==> src/inc/lcc_cfg.svh <==
// Constants for the logic cell control register block
`ifndef LCC_CFG_SVH
`define LCC_CFG_SVH

// ==========================================================
// Register map
`define LCC_ADDR_W          4
`define LCC_OFF_CTRL        4'h0
`define LCC_OFF_IRQ_STATUS  4'h1
`define LCC_OFF_IRQ_MASK    4'h2
`define LCC_OFF_CELL_IN     4'h3
`define LCC_OFF_POLARITY    4'h4

// ==========================================================
// Control register fields
`define LCC_BIT_EN          7
`define LCC_BIT_UNUSED      6
`define LCC_BIT_OUT         5
`define LCC_BIT_RISE_IE     4
`define LCC_BIT_FALL_IE     3
`define LCC_MODE_HI         2
`define LCC_MODE_LO         0
`define LCC_CTRL_WMASK      8'h9F
`define LCC_CTRL_RESET      8'h00

// ==========================================================
// Function select codes
`define LCC_MODE_AND_OR     3'h0
`define LCC_MODE_OR_XOR     3'h1
`define LCC_MODE_AND4       3'h2
`define LCC_MODE_SR         3'h3
`define LCC_MODE_DFF_SR     3'h4
`define LCC_MODE_DFF_R      3'h5
`define LCC_MODE_JK_R       3'h6
`define LCC_MODE_LATCH      3'h7

// ==========================================================
// Interrupt status bits
`define LCC_IRQ_W           2
`define LCC_IRQ_RISE        0
`define LCC_IRQ_FALL        1

`endif

==> src/inc/lcc_pkg.sv <==
// Types for the logic cell control register block
package lcc_pkg;

    typedef struct packed {
        logic [3:0] addr;
        logic [7:0] wdata;
        logic       wr;
        logic       rd;
    } lcc_bus_req_t;

    typedef struct packed {
        logic       cell_enable;
        logic       rise_irq_enable;
        logic       fall_irq_enable;
        logic [2:0] cell_function_select;
    } lcc_ctrl_t;

endpackage

==> src/hdl/lcc_top.sv <==
// Logic cell with its control register, bus slave and interrupt
//
// The strobed register port and the address map were left to the implementer.
`timescale 1ns/10ps
`include "lcc_cfg.svh"

module lcc_top
(
    input  wire logic       I_CLK_SYS,
    input  wire logic       I_RST_B,
    input  wire logic [3:0] I_ADDR,
    input  wire logic [7:0] I_WDATA,
    input  wire logic       I_WR,
    input  wire logic       I_RD,
    input  wire logic [3:0] I_GATE,
    output logic      [7:0] O_RDATA,
    output logic            O_CELL_OUT,
    output logic            O_IRQ
);

    // ==========================================================
    // Bus request bundle
    lcc_pkg::lcc_bus_req_t req;
    assign req = '{addr: I_ADDR, wdata: I_WDATA, wr: I_WR, rd: I_RD};

    // ==========================================================
    // Control register
    lcc_pkg::lcc_ctrl_t ctrl;
    logic               wr_ctrl;
    assign wr_ctrl = req.wr && (req.addr == `LCC_OFF_CTRL);

    always_ff @(posedge I_CLK_SYS)
    begin
        if (!I_RST_B)
        begin
            ctrl <= '0;
        end
        else if (wr_ctrl)
        begin
            ctrl.cell_enable          <= req.wdata[`LCC_BIT_EN];
            ctrl.rise_irq_enable      <= req.wdata[`LCC_BIT_RISE_IE];
            ctrl.fall_irq_enable      <= req.wdata[`LCC_BIT_FALL_IE];
            ctrl.cell_function_select <=
                req.wdata[`LCC_MODE_HI:`LCC_MODE_LO];
        end
    end

    // ==========================================================
    // Output polarity, not cleared by reset
    logic output_invert;

    always_ff @(posedge I_CLK_SYS)
    begin
        if (req.wr && (req.addr == `LCC_OFF_POLARITY))
        begin
            output_invert <= req.wdata[0];
        end
    end

    // ==========================================================
    // Logic function stage
    logic seq_q;
    logic next_seq;
    logic comb_val;

    always_comb
    begin
        next_seq = seq_q;
        comb_val = 1'b0;
        case (ctrl.cell_function_select)
            `LCC_MODE_AND_OR:
                comb_val = (I_GATE[0] & I_GATE[1]) |
                           (I_GATE[2] & I_GATE[3]);
            `LCC_MODE_OR_XOR:
                comb_val = (I_GATE[0] | I_GATE[1]) ^
                           (I_GATE[2] | I_GATE[3]);
            `LCC_MODE_AND4:
                comb_val = &I_GATE;
            `LCC_MODE_SR:
            begin
                if (I_GATE[2] | I_GATE[3])
                    next_seq = 1'b0;
                else if (I_GATE[0] | I_GATE[1])
                    next_seq = 1'b1;
            end
            `LCC_MODE_DFF_SR:
            begin
                if (I_GATE[2])
                    next_seq = 1'b0;
                else if (I_GATE[3])
                    next_seq = 1'b1;
                else
                    next_seq = I_GATE[1];
            end
            `LCC_MODE_DFF_R:
                next_seq = I_GATE[2] ? 1'b0 : (I_GATE[1] & I_GATE[3]);
            `LCC_MODE_JK_R:
            begin
                if (I_GATE[2])
                    next_seq = 1'b0;
                else
                    next_seq = (I_GATE[1] & ~seq_q) |
                               (~I_GATE[3] & seq_q);
            end
            `LCC_MODE_LATCH:
            begin
                if (I_GATE[2])
                    next_seq = 1'b0;
                else if (I_GATE[3])
                    next_seq = 1'b1;
                else if (I_GATE[0])
                    next_seq = I_GATE[1];
            end
            default:
                comb_val = 1'b0;
        endcase
    end

    logic is_seq;
    assign is_seq = (ctrl.cell_function_select == `LCC_MODE_SR)
                 || (ctrl.cell_function_select[2] == 1'b1);

    always_ff @(posedge I_CLK_SYS)
    begin
        if (!I_RST_B || !ctrl.cell_enable)
            seq_q <= 1'b0;
        else
            seq_q <= next_seq;
    end

    // ==========================================================
    // Output after polarity, sampled each clock
    logic cell_output_signal;
    logic cell_output_status;
    logic cell_raw;
    assign cell_raw = is_seq ? seq_q : comb_val;

    always_ff @(posedge I_CLK_SYS)
    begin
        if (!I_RST_B)
            cell_output_signal <= 1'b0;
        else if (!ctrl.cell_enable)
            cell_output_signal <= 1'b0;
        else
            cell_output_signal <= cell_raw ^ output_invert;
    end

    always_ff @(posedge I_CLK_SYS)
    begin
        if (!I_RST_B)
            cell_output_status <= 1'b0;
        else
            cell_output_status <= cell_output_signal;
    end

    assign O_CELL_OUT = cell_output_signal;

    // ==========================================================
    // Edge detection and interrupt status
    logic [`LCC_IRQ_W-1:0] irq_status;
    logic [`LCC_IRQ_W-1:0] irq_mask;
    logic [`LCC_IRQ_W-1:0] edge_hit;
    logic [`LCC_IRQ_W-1:0] clr_bits;

    assign edge_hit[`LCC_IRQ_RISE] = ctrl.rise_irq_enable &
        cell_output_signal & ~cell_output_status;
    assign edge_hit[`LCC_IRQ_FALL] = ctrl.fall_irq_enable &
        ~cell_output_signal & cell_output_status;
    assign clr_bits = (req.wr && (req.addr == `LCC_OFF_IRQ_STATUS)) ?
        req.wdata[`LCC_IRQ_W-1:0] : '0;

    generate
        for (genvar i = 0; i < `LCC_IRQ_W; i++)
        begin : g_irq
            always_ff @(posedge I_CLK_SYS)
            begin
                if (!I_RST_B)
                    irq_status[i] <= 1'b0;
                else if (edge_hit[i])
                    irq_status[i] <= 1'b1;
                else if (clr_bits[i])
                    irq_status[i] <= 1'b0;
            end
        end
    endgenerate

    always_ff @(posedge I_CLK_SYS)
    begin
        if (!I_RST_B)
            irq_mask <= '0;
        else if (req.wr && (req.addr == `LCC_OFF_IRQ_MASK))
            irq_mask <= req.wdata[`LCC_IRQ_W-1:0];
    end

    always_ff @(posedge I_CLK_SYS)
    begin
        if (!I_RST_B)
            O_IRQ <= 1'b0;
        else
            O_IRQ <= |(irq_status & irq_mask);
    end

    // ==========================================================
    // Read data
    logic [7:0] next_rdata;

    always_comb
    begin
        next_rdata = 8'h00;
        case (req.addr)
            `LCC_OFF_CTRL:
            begin
                next_rdata[`LCC_BIT_EN]      = ctrl.cell_enable;
                next_rdata[`LCC_BIT_UNUSED]  = 1'b0;
                next_rdata[`LCC_BIT_OUT]     = cell_output_status;
                next_rdata[`LCC_BIT_RISE_IE] = ctrl.rise_irq_enable;
                next_rdata[`LCC_BIT_FALL_IE] = ctrl.fall_irq_enable;
                next_rdata[`LCC_MODE_HI:`LCC_MODE_LO] =
                    ctrl.cell_function_select;
            end
            `LCC_OFF_IRQ_STATUS: next_rdata[`LCC_IRQ_W-1:0] = irq_status;
            `LCC_OFF_IRQ_MASK:   next_rdata[`LCC_IRQ_W-1:0] = irq_mask;
            `LCC_OFF_CELL_IN:    next_rdata[3:0] = I_GATE;
            `LCC_OFF_POLARITY:   next_rdata[0] = output_invert;
            default:             next_rdata = 8'h00;
        endcase
    end

    always_ff @(posedge I_CLK_SYS)
    begin
        if (!I_RST_B)
            O_RDATA <= 8'h00;
        else if (req.rd)
            O_RDATA <= next_rdata;
        else
            O_RDATA <= 8'h00;
    end

endmodule

==> config.mk <==
export PLATFORM = sky130hd
export DESIGN_NAME = lcc_top
export DESIGN_NICKNAME = d
export VERILOG_FILES = /design/src/inc/lcc_pkg.sv /design/src/hdl/lcc_top.sv
export VERILOG_INCLUDE_DIRS = /design/src /design/src/inc
export SDC_FILE = /design/constraint.sdc
export NUM_CORES = 1
export LEC_CHECK = 0
export ABC_CLOCK_PERIOD_IN_PS = 1700
export BUFFER_PORTS_ARGS = -buffer_cell sky130_fd_sc_hd__buf_2
export CORE_MARGIN = 10
export CORE_UTILIZATION = 50
export DETAILED_ROUTE_END_ITERATION = 6
export PLACE_DENSITY = 0.84
export SETUP_SLACK_MARGIN = 0.4
export SYNTH_ARGS = -nofsm -noshare
export SYNTH_HDL_FRONTEND = slang
export SYNTH_SLANG_ARGS = --single-unit
==> constraint.sdc <==
create_clock -name I_CLK_SYS -period 1.7 [get_ports I_CLK_SYS]
set_input_delay 0.17 -clock I_CLK_SYS [delete_from_list [all_inputs] [get_ports I_CLK_SYS]]
set_output_delay 0.17 -clock I_CLK_SYS [all_outputs]
set_load 0.01 [all_outputs]
==> flow_summary.json <==
{
  "ys_top_cells_by_area": "dfxtp_1, a21boi_0, nand3_1",
  "vias": 949,
  "overflow": 0,
  "first_iter_violations": 31,
  "netlist_instances": 114,
  "yosysUniqueCellTypes": 39,
  "ant_nets": 0,
  "path_max_fanout": 6,
  "coreArea_mm2": 0.00198,
  "status": "finished, final reports clean",
  "finalSetupTns_ps": 0,
  "ir_drop_mv": 0.634,
  "areaGrowthSynthToFinish_pct": 17.4,
  "wire_per_inst_um": 15.0,
  "dpl.hpwl_um": 2000,
  "holdWs_ps": 56.2,
  "crit_required_ps": 1920,
  "nNetsFinal": 163,
  "max_freq_mhz": 779,
  "rr_worst_depth": 4,
  "grt_pass1_wl_um": 4090,
  "r2r_end": "O_RDATA[0]$_SDFF_PN0_",
  "hold_viol_final": 0,
  "post-route-period-util": 0.755,
  "routed_wirelength_um": 2520,
  "cts-root-buf": "clkbuf_4",
  "synth_top_flop_cell": "dfxtp_1",
  "grt_pass1_vias": 877,
  "hold_path_class": "in -> reg",
  "drt-pass1-iter-count": 4,
  "finalClockSkew_ps": 6.45,
  "clkTransAtPathRegs_ps": 120,
  "grt_antenna_before_repair": 0,
  "end_kind": "flop",
  "p_leak_nw": 0.501,
  "place.gp.congestion": 0.937,
  "cts.path.max_buffers": 2,
  "avgSynthCellArea_um2": 9.25,
  "async_flop_share": 0,
  "slew_viol_final": 0,
  "min_path_cells": 2,
  "worstPathArrival_ps": 1500,
  "cp-start-kind": "flop",
  "fp.dieW_um": 65.9,
  "period_minus_slack_ps": 1280,
  "hold_end": "O_RDATA[0]$_SDFF_PN0_",
  "cts_hold_buf": 0,
  "ys_seq_area_frac": 0.427,
  "rsz0062_at_grt": "false",
  "synth-seq-cells": 22,
  "clock_sinks": 22,
  "die_h_um": 65.9,
  "cts_tree": "done",
  "netlist.area_leader.share": 0.399,
  "cpMaxStageDelayCell": "mux4_2",
  "crit_chain": "mux4_2 -> nor2b_1 -> a31oi_1 -> nor3_1",
  "path_class": "reg -> reg",
  "cts_made_buffers": 3,
  "diodes": 0,
  "avgViaCountPerCell": 5.65,
  "synth.top_cells.by_count": "dfxtp_1, nand2_1, nand3_1",
  "netlist_area_mm2": 0.00105,
  "reg2reg_from": "ctrl[0]$_SDFFE_PN0P_",
  "max_stage_delay_ps": 460,
  "final_layout_size_suffix_gt1_frac": 0.277,
  "yosysMostFrequentCell": "dfxtp_1",
  "synth_enable_flop_cells": 1,
  "maxCapViolCount": 0,
  "yosysWarnings": 0,
  "synth_nets": 135,
  "core.rowCount": 16,
  "p_per_area_mw_per_mm2": 696,
  "pin_count": 30,
  "grt.total_usage": 0.119,
  "hold_start": "I_ADDR[3]",
  "drcViolationCount": 0,
  "r2r_setup_slack_ps": 420,
  "io_buffer_count": 26,
  "insertion_delay_ps": 310,
  "setup_viol": 0,
  "grt_max_degree": 15,
  "synth_top_cell_by_area": "dfxtp_1",
  "initial_utilization": 0.532,
  "htreeDepth": 1,
  "die_area_mm2": 0.00435
}
==> power breakdown <==
part	internal, W	total (W)	leakage, nW	switching [W]
Clock	0.0000918	0.000246	0.0150	0.000154
Combinational	0.0000410	0.0000911	0.307	0.0000501
Sequential	0.000521	0.000525	0.180	0.00000387
Total	0.000654	0.000863	0.501	0.000208
==> per-stage QoR <==
step	power [W]	setup WS, ps	area, um2	instances	util
2_1_floorplan	0.000588	422	1050	114	-
3_3_place_gp	0.000626	267	1200	163	0.605
3_5_place_dp	0.000628	253	1200	163	0.605
4_1_cts	0.000866	412	1230	167	0.620
5_1_grt	0.000903	331	1240	168	0.625
6_report	0.000863	417	1240	168	0.625
==> cell type report <==
class	instances	area [um2]
inverters	3	11.3
fillers	184	743
flip-flops and latches	22	455
well taps	27	33.8
repair buffers	30	160
clock buffers	4	26.3
multi-input cells	82	552
==> sequential cells by signal, summed over array words and instances (netlist names) <==
| name | count |
|---|---|
| O_RDATA | 7 |
| output_invert | 1 |
| seq_q | 1 |
| irq_mask | 2 |
| irq_status | 2 |
| ctrl | 6 |
| O_IRQ | 1 |
| cell_output_status | 1 |
| O_CELL_OUT | 1 |
==> layer usage <==
| layer | vias to the layer above | global-route usage | wire length (um) |
|---|---|---|---|
| met2 | 45 | 0.194 | 1220 |
| li1 | 467 | - | - |
| met4 | 0 | 0.0314 | 21 |
| met3 | 4 | 0.0627 | 310 |
| met1 | 433 | 0.133 | 964 |
| met5 | - | 0 | 0 |
==> worst max-delay path, delay by kind of cell, from the launching register on <==
kind | cells | cell delay [ps]
AO/OA/AOI/OAI | 1 | 150
flip-flops | 1 | 380
multiplexers | 1 | 460
AND/OR/NAND/NOR | 2 | 200
==> cells in the final DEF (no fill, tap or decap), types with 4 or more instances in the layout <==
cell      Yosys  final
and2_1        4      4
nor2b_1       5      5
a21boi_0      8      8
nor2_1        5      5
nor3_1        4      4
nand2_1      12     12
a21oi_1       4      4
dfxtp_1      21     19
buf_2         3     26
buf_4         1      4
nand3_1       9      9
==> repair_timing <==
action / in CTS / in global routing
gates resized for setup: 2 / 1
pin swaps: 0 / 1
setup endpoints to repair: 2 / 2
setup buffers: 0 / 1
==> kinds of logic (layout without fill, tap and decap cells) <==
| group | after synthesis | after routing | share of synthesized area |
|---|---|---|---|
| adder cells (fa/ha/maj) | 1 | 1 | 0.0119 |
| AND/OR/NAND/NOR | 50 | 50 | 0.261 |
| buffers and inverters | 10 | 37 | 0.0498 |
| flip-flops | 22 | 22 | 0.427 |
| multiplexers | 4 | 4 | 0.0652 |
| other | 1 | 1 | 0.00356 |
| AO/OA/AOI/OAI | 26 | 26 | 0.181 |
==> how the worst max path moves through the flow <==
| stage | depth (start not counted) | slack, ps | endpoint | from |
|---|---|---|---|---|
| 4_1_cts | 4 | 410 | O_RDATA[0]$_SDFF_PN0_ | ctrl[0]$_SDFFE_PN0P_ |
| 3_5_place_dp | 7 | 250 | O_CELL_OUT$_SDFF_PN0_ | I_GATE[3] |
| 2_1_floorplan | 5 | 420 | O_RDATA[0]$_SDFF_PN0_ | ctrl[0]$_SDFFE_PN0P_ |
| 5_1_grt | 4 | 330 | O_CELL_OUT$_SDFF_PN0_ | ctrl[1]$_SDFFE_PN0P_ |
| 3_3_place_gp | 7 | 270 | O_CELL_OUT$_SDFF_PN0_ | I_GATE[3] |
| 6_report | 4 | 420 | O_RDATA[0]$_SDFF_PN0_ | ctrl[0]$_SDFFE_PN0P_ |
No activity file was read; power rests on OpenSTA's default activity.
